`config.mk`:
```
export PLATFORM = sky130hd
export DESIGN_NAME = scg_top
export DESIGN_NICKNAME = d
export VERILOG_FILES = /design/src/verilog/scg_top.v
export VERILOG_INCLUDE_DIRS = /design/src /design/src/pkg
export SDC_FILE = /design/constraint.sdc
export NUM_CORES = 1
export LEC_CHECK = 0
export BUFFER_PORTS_ARGS = -buffer_cell sky130_fd_sc_hd__buf_2
export CAP_MARGIN = 20
export CELL_PAD_IN_SITES_DETAIL_PLACEMENT = 1
export CELL_PAD_IN_SITES_GLOBAL_PLACEMENT = 1
export CORE_MARGIN = 5
export CORE_UTILIZATION = 36
export CTS_CLUSTER_DIAMETER = 150
export DETAILED_ROUTE_END_ITERATION = 12
export HOLD_SLACK_MARGIN = 0.15
export PLACE_DENSITY = 0.91
export SLEW_MARGIN = 20
export SYNTH_ARGS = -nofsm -noshare
export SYNTH_HDL_FRONTEND = slang
export SYNTH_SLANG_ARGS = --single-unit
```
`constraint.sdc`:
```
create_clock -name mclk_in -period 3.3 [get_ports mclk_in]
set_input_delay 0.66 -clock mclk_in [delete_from_list [all_inputs] [get_ports mclk_in]]
set_output_delay 0.66 -clock mclk_in [all_outputs]
set_load 0.01 [all_outputs]
```
`src/pkg/scg_regs.vh`:
```
/*
  Register map, field positions, reset values and masks of the system clock and
  peripheral gating block. Assumes byte addressing on a 32-bit AXI4-Lite bus.
*/
// Operation
// - Peripheral held in reset only while its enable bit is zero
// - Enables reset to one; zero returns to reset
// - Enable two: ADCs 21/20, PWM 16, UARTs, I2C, SPI
// - Peripheral clock runs only after enable written one
// - Writing zero stops that peripheral clock
// - Clock gate one layout; bits 3:0 reserved read-only
// - Clock gate two layout matches enable two
// - Ring oscillator field 5:4, reset 10
// - Crystal oscillator field 1:0: stop, run, halve
// - Bit 2 picks internal or crystal PLL input
// - Main clock: ring, bypassed PLL input, PLL output
// - Bit 15 zero: failure forces ring oscillator
// - Bit 7 monitor enable resets one; bit 6 irq enable
// - Bit 5 main failure pending, write one clears
// - Bit 4 shows main clock presence
// - Bit 3 crystal monitor enable, bit 2 irq enable
// - Bit 1 crystal failure pending, write one clears
// - Bit 0 shows crystal oscillating normally
// - Configuration write needs key in bits 31:16
// - Five sticky non-maskable source flags
// - Flag raises non-maskable only when enabled
// - Enables: protection 4 down to brown-out 0
`ifndef SCG_REGS_VH
`define SCG_REGS_VH

// Byte addresses
`define SCG_ADDR_PERIPH_ENABLE_ONE 32'h4000_0028
`define SCG_ADDR_PERIPH_ENABLE_TWO 32'h4000_002C
`define SCG_ADDR_CG1 32'h4000_0030
`define SCG_ADDR_CG2 32'h4000_0034
`define SCG_ADDR_OSC 32'h4000_0040
`define SCG_ADDR_SCS 32'h4000_0044
`define SCG_ADDR_CMON 32'h4000_0048
`define SCG_ADDR_NMI 32'h4000_004C

// Decoded register indices
`define SCG_IDX_NONE 4'h0
`define SCG_IDX_PERIPH_ENABLE_ONE 4'h1
`define SCG_IDX_PERIPH_ENABLE_TWO 4'h2
`define SCG_IDX_CG1 4'h3
`define SCG_IDX_CG2 4'h4
`define SCG_IDX_OSC 4'h5
`define SCG_IDX_SCS 4'h6
`define SCG_IDX_CMON 4'h7
`define SCG_IDX_NMI 4'h8

// Implemented bits of the enable and clock gate registers
`define SCG_MASK_ONE 32'h030F_0F10
`define SCG_MASK_TWO 32'h0031_0311
`define SCG_CG1_RSVD 32'h0000_000F

// Oscillator and clock select fields
`define SCG_RING_LSB 4
`define SCG_XTAL_LSB 0
`define SCG_RING_RST 2'h2
`define SCG_XTAL_RST 2'h0
`define SCG_PLLSEL_BIT 2
`define SCG_MSEL_RING 2'h0

// Clock monitor bits
`define SCG_CM_RECOVER 15
`define SCG_CM_MMON 7
`define SCG_CM_MIE 6
`define SCG_CM_MPEND 5
`define SCG_CM_MSTS 4
`define SCG_CM_XMON 3
`define SCG_CM_XIE 2
`define SCG_CM_XPEND 1
`define SCG_CM_XSTS 0

// Non-maskable configuration
`define SCG_NMI_KEY 16'hA32C
`define SCG_NMI_FLAG_LSB 8
`define SCG_NMI_EN_RST 5'h01

// Bus responses
`define SCG_RESP_OKAY 2'h0
`define SCG_RESP_SLVERR 2'h2

`endif

```
`src/verilog/scg_top.v`:
```
/*
  System clock and peripheral gating: peripheral reset holds, clock gates,
  oscillator and clock source selection, clock failure monitors and the
  non-maskable source collector, all behind an AXI4-Lite slave.
  Assumes all inputs are synchronous to mclk_in and that the failure
  detectors deliver a plain level meaning "clock alive".
*/
// Chosen here: register access over AXI4-Lite.
`timescale 1ns/1ps
`include "scg_regs.vh"

module scg_top
(
  // Clock and reset
  input wire mclk_in,
  input wire reset_in,
  // AXI4-Lite write address and data
  input wire axi_awvalid_in,
  output wire axi_awready_out,
  input wire [31:0] axi_awaddr_in,
  input wire [2:0] axi_awprot_in,
  input wire axi_wvalid_in,
  output wire axi_wready_out,
  input wire [31:0] axi_wdata_in,
  input wire [3:0] axi_wstrb_in,
  // AXI4-Lite write response
  output reg axi_bvalid_out,
  input wire axi_bready_in,
  output reg [1:0] axi_bresp_out,
  // AXI4-Lite read
  input wire axi_arvalid_in,
  output wire axi_arready_out,
  input wire [31:0] axi_araddr_in,
  input wire [2:0] axi_arprot_in,
  output reg axi_rvalid_out,
  input wire axi_rready_in,
  output reg [31:0] axi_rdata_out,
  output reg [1:0] axi_rresp_out,
  // Clock detectors
  input wire main_clock_alive_in,
  input wire crystal_alive_in,
  // Non-maskable event sources
  input wire protection_event_in,
  input wire overvoltage_event_in,
  input wire watchdog_event_in,
  input wire brownout_event_in,
  // Peripheral resets and clock gates
  output wire [31:0] periph_reset_one_out,
  output wire [31:0] periph_reset_two_out,
  output wire [31:0] clock_gate_one_out,
  output wire [31:0] clock_gate_two_out,
  // Oscillator and clock source control
  output wire ring_osc_run_out,
  output wire ring_osc_div2_out,
  output wire crystal_osc_run_out,
  output wire crystal_osc_div2_out,
  output wire pll_input_select_out,
  output wire [1:0] main_clock_select_out,
  // Interrupt requests
  output wire main_clock_fail_irq_out,
  output wire crystal_fail_irq_out,
  output wire nmi_out
);

  // Address decode, shared by the write and read paths
  function [3:0] scg_decode;
    input [31:0] addr;
    begin
      case ({addr[31:2], 2'h0})
        `SCG_ADDR_PERIPH_ENABLE_ONE: scg_decode = `SCG_IDX_PERIPH_ENABLE_ONE;
        `SCG_ADDR_PERIPH_ENABLE_TWO: scg_decode = `SCG_IDX_PERIPH_ENABLE_TWO;
        `SCG_ADDR_CG1: scg_decode = `SCG_IDX_CG1;
        `SCG_ADDR_CG2: scg_decode = `SCG_IDX_CG2;
        `SCG_ADDR_OSC: scg_decode = `SCG_IDX_OSC;
        `SCG_ADDR_SCS: scg_decode = `SCG_IDX_SCS;
        `SCG_ADDR_CMON: scg_decode = `SCG_IDX_CMON;
        `SCG_ADDR_NMI: scg_decode = `SCG_IDX_NMI;
        default: scg_decode = `SCG_IDX_NONE;
      endcase
    end
  endfunction

  // Byte-lane merge of write data into an old register value
  function [31:0] scg_merge;
    input [31:0] old;
    input [31:0] wd;
    input [3:0] strb;
    integer i;
    begin
      scg_merge = old;
      for (i = 0; i < 4; i = i + 1)
      begin
        if (strb[i])
        begin
          scg_merge[i*8 +: 8] = wd[i*8 +: 8];
        end
      end
    end
  endfunction

  // Control registers
  reg [31:0] periph_enable_one;
  reg [31:0] periph_enable_two;
  reg [31:0] clock_gate_one;
  reg [31:0] clock_gate_two;
  reg [1:0] ring_osc_ctrl;
  reg [1:0] crystal_osc_ctrl;
  reg pll_input_select;
  reg [1:0] main_clock_select;
  reg main_clock_auto_recover;
  reg main_clock_monitor_en;
  reg main_clock_fail_irq_en;
  reg main_clock_fail_pending;
  reg crystal_monitor_en;
  reg crystal_fail_irq_en;
  reg crystal_fail_pending;
  reg [4:0] nmi_flags;
  reg [4:0] nmi_enables;

  // Bus slave state
  reg aw_full;
  reg w_full;
  reg [31:0] aw_addr;
  reg [31:0] w_data;
  reg [3:0] w_strb;

  wire do_write;
  wire [3:0] wr_idx;
  wire [31:0] merged;
  wire key_ok;
  wire mclk_fail_evt;
  wire xtal_fail_evt;
  wire [4:0] nmi_events;
  wire [31:0] cmon_view;
  wire [31:0] nmi_view;
  wire [287:0] all_views;
  reg [31:0] next_rdata;
  reg [1:0] next_rresp;

  // One write at a time: address and data are parked until the response is taken
  assign axi_awready_out = ~aw_full & ~axi_bvalid_out;
  assign axi_wready_out = ~w_full & ~axi_bvalid_out;
  assign axi_arready_out = ~axi_rvalid_out;
  assign do_write = aw_full & w_full & ~axi_bvalid_out;
  assign wr_idx = scg_decode(aw_addr);

  // Merge against the register's current view so unwritten lanes keep their value
  assign merged = scg_merge(next_rdata_w(wr_idx, all_views), w_data, w_strb);
  assign key_ok = (w_strb[3:2] == 2'h3) && (w_data[31:16] == `SCG_NMI_KEY);

  // Failure detection only while the monitor is switched on
  assign mclk_fail_evt = main_clock_monitor_en & ~main_clock_alive_in;
  assign xtal_fail_evt = crystal_monitor_en & crystal_osc_ctrl[1] & ~crystal_alive_in;

  // Non-maskable sources: protection, over-voltage, watchdog, clock fail, brown-out
  assign nmi_events = {protection_event_in, overvoltage_event_in, watchdog_event_in,
                       mclk_fail_evt, brownout_event_in};

  assign cmon_view = {16'h0000, main_clock_auto_recover, 7'h00,
                      main_clock_monitor_en, main_clock_fail_irq_en,
                      main_clock_fail_pending, main_clock_alive_in,
                      crystal_monitor_en, crystal_fail_irq_en,
                      crystal_fail_pending, crystal_alive_in};
  assign nmi_view = {16'h0000, 3'h0, nmi_flags, 3'h0, nmi_enables};

  // Views packed by index, slot 0 unmapped; handing them to the lookup as an argument
  // keeps every caller sensitive to register changes, which a hidden reference would not
  assign all_views = {nmi_view, cmon_view, {29'h0, pll_input_select, main_clock_select},
                      {26'h0, ring_osc_ctrl, 2'h0, crystal_osc_ctrl}, clock_gate_two,
                      clock_gate_one | `SCG_CG1_RSVD, periph_enable_two,
                      periph_enable_one, 32'h0000_0000};

  // Register view by index; the key field reads as zero
  function [31:0] next_rdata_w;
    input [3:0] idx;
    input [287:0] views;
    begin
      if (idx <= `SCG_IDX_NMI)
        next_rdata_w = views[idx*32 +: 32];
      else
        next_rdata_w = 32'h0000_0000;
    end
  endfunction

  // Read answer for the address being offered
  always @*
  begin
    next_rdata = next_rdata_w(scg_decode(axi_araddr_in), all_views);
    if (scg_decode(axi_araddr_in) == `SCG_IDX_NONE)
    begin
      next_rresp = `SCG_RESP_SLVERR;
    end
    else
    begin
      next_rresp = `SCG_RESP_OKAY;
    end
  end

  // Write channel capture and response
  always @(posedge mclk_in)
  begin
    if (reset_in)
    begin
      aw_full <= 1'b0;
      w_full <= 1'b0;
      aw_addr <= 32'h0000_0000;
      w_data <= 32'h0000_0000;
      w_strb <= 4'h0;
      axi_bvalid_out <= 1'b0;
      axi_bresp_out <= `SCG_RESP_OKAY;
    end
    else
    begin
      if (axi_awvalid_in && axi_awready_out)
      begin
        aw_full <= 1'b1;
        aw_addr <= axi_awaddr_in;
      end
      if (axi_wvalid_in && axi_wready_out)
      begin
        w_full <= 1'b1;
        w_data <= axi_wdata_in;
        w_strb <= axi_wstrb_in;
      end
      if (do_write)
      begin
        aw_full <= 1'b0;
        w_full <= 1'b0;
        axi_bvalid_out <= 1'b1;
        axi_bresp_out <= (wr_idx == `SCG_IDX_NONE) ? `SCG_RESP_SLVERR : `SCG_RESP_OKAY;
      end
      else if (axi_bvalid_out && axi_bready_in)
      begin
        axi_bvalid_out <= 1'b0;
      end
    end
  end

  // Read channel: answer one cycle after the address is taken
  always @(posedge mclk_in)
  begin
    if (reset_in)
    begin
      axi_rvalid_out <= 1'b0;
      axi_rdata_out <= 32'h0000_0000;
      axi_rresp_out <= `SCG_RESP_OKAY;
    end
    else if (axi_arvalid_in && axi_arready_out)
    begin
      axi_rvalid_out <= 1'b1;
      axi_rdata_out <= next_rdata;
      axi_rresp_out <= next_rresp;
    end
    else if (axi_rvalid_out && axi_rready_in)
    begin
      axi_rvalid_out <= 1'b0;
    end
  end

  // Peripheral enables and clock gates; unimplemented bits stay zero
  always @(posedge mclk_in)
  begin
    if (reset_in)
    begin
      periph_enable_one <= `SCG_MASK_ONE;
      periph_enable_two <= `SCG_MASK_TWO;
      clock_gate_one <= 32'h0000_0000;
      clock_gate_two <= 32'h0000_0000;
    end
    else if (do_write)
    begin
      case (wr_idx)
        `SCG_IDX_PERIPH_ENABLE_ONE: periph_enable_one <= merged & `SCG_MASK_ONE;
        `SCG_IDX_PERIPH_ENABLE_TWO: periph_enable_two <= merged & `SCG_MASK_TWO;
        `SCG_IDX_CG1: clock_gate_one <= merged & `SCG_MASK_ONE;
        `SCG_IDX_CG2: clock_gate_two <= merged & `SCG_MASK_TWO;
        default: ;
      endcase
    end
  end

  // Oscillator control and clock source selection
  always @(posedge mclk_in)
  begin
    if (reset_in)
    begin
      ring_osc_ctrl <= `SCG_RING_RST;
      crystal_osc_ctrl <= `SCG_XTAL_RST;
      pll_input_select <= 1'b0;
      main_clock_select <= `SCG_MSEL_RING;
    end
    else
    begin
      if (do_write && (wr_idx == `SCG_IDX_OSC))
      begin
        ring_osc_ctrl <= merged[`SCG_RING_LSB +: 2];
        crystal_osc_ctrl <= merged[`SCG_XTAL_LSB +: 2];
      end
      if (do_write && (wr_idx == `SCG_IDX_SCS))
      begin
        // Switching the PLL input is only safe with both oscillators alive
        pll_input_select <= merged[`SCG_PLLSEL_BIT];
        main_clock_select <= merged[1:0];
      end
      // Hardware fallback beats a simultaneous software write
      if (mclk_fail_evt && !main_clock_auto_recover)
      begin
        main_clock_select <= `SCG_MSEL_RING;
      end
    end
  end

  // Clock monitor control and sticky pending flags; a new failure beats the clear
  always @(posedge mclk_in)
  begin
    if (reset_in)
    begin
      main_clock_auto_recover <= 1'b0;
      main_clock_monitor_en <= 1'b1;
      main_clock_fail_irq_en <= 1'b0;
      main_clock_fail_pending <= 1'b0;
      crystal_monitor_en <= 1'b0;
      crystal_fail_irq_en <= 1'b0;
      crystal_fail_pending <= 1'b0;
    end
    else
    begin
      if (do_write && (wr_idx == `SCG_IDX_CMON))
      begin
        main_clock_auto_recover <= merged[`SCG_CM_RECOVER];
        main_clock_monitor_en <= merged[`SCG_CM_MMON];
        main_clock_fail_irq_en <= merged[`SCG_CM_MIE];
        crystal_monitor_en <= merged[`SCG_CM_XMON];
        crystal_fail_irq_en <= merged[`SCG_CM_XIE];
        if (w_data[`SCG_CM_MPEND] && w_strb[0])
        begin
          main_clock_fail_pending <= 1'b0;
        end
        if (w_data[`SCG_CM_XPEND] && w_strb[0])
        begin
          crystal_fail_pending <= 1'b0;
        end
      end
      if (mclk_fail_evt)
      begin
        main_clock_fail_pending <= 1'b1;
      end
      if (xtal_fail_evt)
      begin
        crystal_fail_pending <= 1'b1;
      end
    end
  end

  // Non-maskable configuration: keyed writes only; writing one clears a flag
  always @(posedge mclk_in)
  begin
    if (reset_in)
    begin
      nmi_flags <= 5'h00;
      nmi_enables <= `SCG_NMI_EN_RST;
    end
    else
    begin
      if (do_write && (wr_idx == `SCG_IDX_NMI) && key_ok)
      begin
        nmi_enables <= merged[4:0];
        nmi_flags <= (nmi_flags & ~w_data[`SCG_NMI_FLAG_LSB +: 5]) | nmi_events;
      end
      else
      begin
        nmi_flags <= nmi_flags | nmi_events;
      end
    end
  end

  // Outputs: reset holds are the inverse of enables on implemented bits
  assign periph_reset_one_out = ~periph_enable_one & `SCG_MASK_ONE;
  assign periph_reset_two_out = ~periph_enable_two & `SCG_MASK_TWO;
  assign clock_gate_one_out = clock_gate_one;
  assign clock_gate_two_out = clock_gate_two;
  assign ring_osc_run_out = ring_osc_ctrl[1];
  assign ring_osc_div2_out = ring_osc_ctrl[1] & ring_osc_ctrl[0];
  assign crystal_osc_run_out = crystal_osc_ctrl[1];
  assign crystal_osc_div2_out = crystal_osc_ctrl[1] & crystal_osc_ctrl[0];
  assign pll_input_select_out = pll_input_select;
  assign main_clock_select_out = main_clock_select;
  assign main_clock_fail_irq_out = main_clock_fail_pending & main_clock_fail_irq_en;
  assign crystal_fail_irq_out = crystal_fail_pending & crystal_fail_irq_en;
  assign nmi_out = |(nmi_flags & nmi_enables);

endmodule // scg_top

```
==> qor.yml <==
drt_iter0_drc: 612
synth_most_common_cell: "nand2_1"
cts_resized: 0
synth_common_cells: "nand2_1, dfxtp_1, a21oi_1"
period_needed_ns: 3.00
p_clk_share_pct: 42.9
fp.dieH_um: 162
holdPathEnd: "axi_rvalid_out"
rr_worst_depth: 9
cp_max_fo: 11
coreArea_mm2: 0.0227
routedWlPerCell_um: 19.6
p_per_area_mw_per_mm2: 450
ctsHoldBuffers: 0
nets: 1341
cp.depth: 9
relSlewSlack_pct: 32.7
gr-total-overflow: 0
hold_path_class: "input pin to flop"
post_cts_buffers: 0
worst-r2r-setup-slack_ns: 0.30
cpPeakStageDelay_ns: 0.54
syn_inst: 1047
max_freq_ghz: 0.334
layoutNonFillerInstCount: 1522
drc: 0
seqCellArea_mm2: 0.00304
dieArea_mm2: 0.0262
vias_per_cell: 5.36
arrival_ns: 3.29
die_w_um: 162
clk-insertion-delay-late_ns: 0.44
critPathKind: "flop to flop"
cts_max_path_buffers: 2
nFillCells: 2854
multi_input_area_mm2: 0.00452
end_kind: "flop"
yosys.cell_types.count: 84
min_path_cells: 2
startpoint_type: "flop"
ys_seq_elements: 152
grt_util_all_layers_pct: 21.7
yosys_warnings: 0
yosys.area.top_type: "dfxtp_1"
h-tree-depth: 4
dpl.hpwl_um: 22600
tightest_slew_ns: 1.01
r2r-start: "aw_addr[12]"
grt_pass1_wl_um: 45600
place_inst: 1488
first_global_vias: 8324
irDropWorstVdd_v: 0.000293
worstHoldStart: "axi_rready_in"
num_io_pins: 298
grt_max_degree: 134
crit_slowest_cell: "nor4_2"
initial_utilization_pct: 36.6
p_sw_mw: 1.32
final-hold-violation-count: 0
cts_sinks: 152
fp-row-count: 55
p_leak_nw: 4.25
internal-power_mw: 3.07
period_share_pct: 90.8
syn_avg_cell_area_um2: 7.94
path_buf_inv: 2
ys_seq_area_share_pct: 36.6
crit_path_cell_trace: "nor4_2, nand2_2, a2111oi_4, buf_4, buf_4, mux2i_1, o2bb2ai_1, o211ai_1, a21oi_1"
pwr-share-comb_pct: 12.0
synth-edff-count: 0
run_status: "completed"
finalSetupViolCount: 0
area_growth_pct: 17.3
required_ns: 3.59
via_count: 8156
critPathTopFamily: "compound AO/OA/AOI/OAI gates"
synth_top_area_share_pct: 36.6
place_congestion: 0.938
async_flop_share_pct: 0
maxCapViolCount: 0
drv_slew: 0
fin_tns_setup_ns: 0
drtPass1Iterations: 6
cts_root_buf: "clkbuf_16"
port_buffers: 181
synth-main-ff-cell: "dfxtp_1"
synth_area_mm2: 0.00831
switching_share_pct: 30.0
antenna_found_initial: 4
fin_skew_ns: 0.0120
final_antenna_net_count: 0
reg2reg_to: "clock_gate_one_out[10]"
hold_slack_ns: 0.414
clk_pin_slew_worst_paths_ns: 0.07
seqPwrFrac_pct: 45.1
rsz0062_at_grt: "no"
drive_gt1_share_pct: 23.3
cts_made_buffers: 17
wl_um: 29800
cts_tree: "built"
yosys-top-cells-area: "dfxtp_1, buf_4, nand2_1, a21oi_1, mux2i_1"
critPathMostFrequentCell: "buf_4"
sequential cells by signal, indices dropped and copies added, names as in the netlist, 2 cells and up:
| register | count |
|---|---|
| clock_gate_two_out | 7 |
| w_strb | 4 |
| nmi_flags | 5 |
| w_data | 30 |
| aw_addr | 30 |
| periph_enable_two | 7 |
| axi_rdata_out | 22 |
| nmi_enables | 5 |
| periph_enable_one | 11 |
| ring_osc_ctrl | 2 |
| main_clock_select_out | 2 |
| crystal_osc_ctrl | 2 |
| clock_gate_one_out | 11 |
power groups by stage:
| stage | clock (mW) | sequential (mW) | combinational, mW |
|---|---|---|---|
| 6_report | 1.88 | 1.98 | 0.525 |
| 5_1_grt | 1.99 | 1.99 | 0.579 |
| 4_1_cts | 1.91 | 1.98 | 0.522 |
| 3_5_place_dp | 0 | 2.02 | 0.517 |
| 3_3_place_gp | 0 | 2.01 | 0.502 |
| 2_1_floorplan | 0 | 1.98 | 0.444 |
worst max path at each step:
stage / from / endpoint
final: aw_addr[12] / clock_gate_one_out[10]
after global placement: axi_araddr_in[29] / axi_rdata_out[10]
after floorplan: axi_araddr_in[12] / axi_rdata_out[17]
after global routing: aw_addr[12] / periph_enable_one[10]
after CTS: aw_addr[12] / clock_gate_one_out[10]
after detailed placement: axi_araddr_in[29] / axi_rdata_out[10]
final cells by class:
class | instances | area share [%]
inverter | 29 | 1.12
clock buffer | 17 | 4.36
sequential | 152 | 31.2
multi-input combinational | 809 | 46.4
tap | 285 | 3.66
clock inverter | 15 | 1.32
timing repair buffer | 213 | 11.9
antenna | 2 | 0.0513
worst register-to-register path: cells and delay by family (launching register included):
kind            cells  cell delay [ns]
compound gates      4             0.91
simple gates        2             0.81
buf+inv             2             0.46
mux                 1             0.34
flops               1             0.32
placed cells by master (no fill, tap or decap), types with 7 or more instances in the layout:
master and n:
nor3_1 15, dfxtp_1 152, nand2_1 208, a31oi_1 12, nor2b_1 9, o21ai_0 21, nor2_1 61, conb_1 104
a2bb2oi_1 7, buf_2 180, clkbuf_16 17, o211ai_1 10, a211oi_1 8, o21ai_1 9, mux2i_1 31, nor4_2 8
a21oi_1 120, buf_4 32, nor4_1 9, nand3_1 15, and2_1 11, inv_6 7, nand4_1 7, nand2b_1 8
inv_1 28, a22oi_1 12
stage by stage:
stage | setup WS [ns] | total power, mW | utilization [%] | cell area [um^2]
after floorplan | 0.693 | 2.43 | - | 8700
after global placement | 0.295 | 2.51 | 40.5 | 9190
after detailed placement | 0.195 | 2.53 | 40.5 | 9190
after CTS | 0.346 | 4.41 | 42.9 | 9750
after global routing | 0.130 | 4.55 | 42.9 | 9750
final | 0.305 | 4.39 | 42.9 | 9750
kinds of logic (layout without fill, tap and decap cells):
family | Yosys count | count (layout) | share of synthesized area [%]
muxes | 37 | 37 | 4.54
xor gates and xnor gates | 2 | 2 | 0.211
DFF | 152 | 152 | 36.6
AOI/OAI and AO/OA | 258 | 258 | 20.0
and+or+nand+nor | 408 | 408 | 24.9
buffers and inverters | 189 | 274 | 13.7
other | 1 | 106 | 0.0451
routing by layer:
metal,track usage (%),routed length [um],vias up
met4,6.69,739,4
met2,36.8,14200,363
met3,5.33,2500,54
li1,-,-,3842
met5,0,27,-
met1,27.4,12400,3893
(Power assumes the default switching activity.)
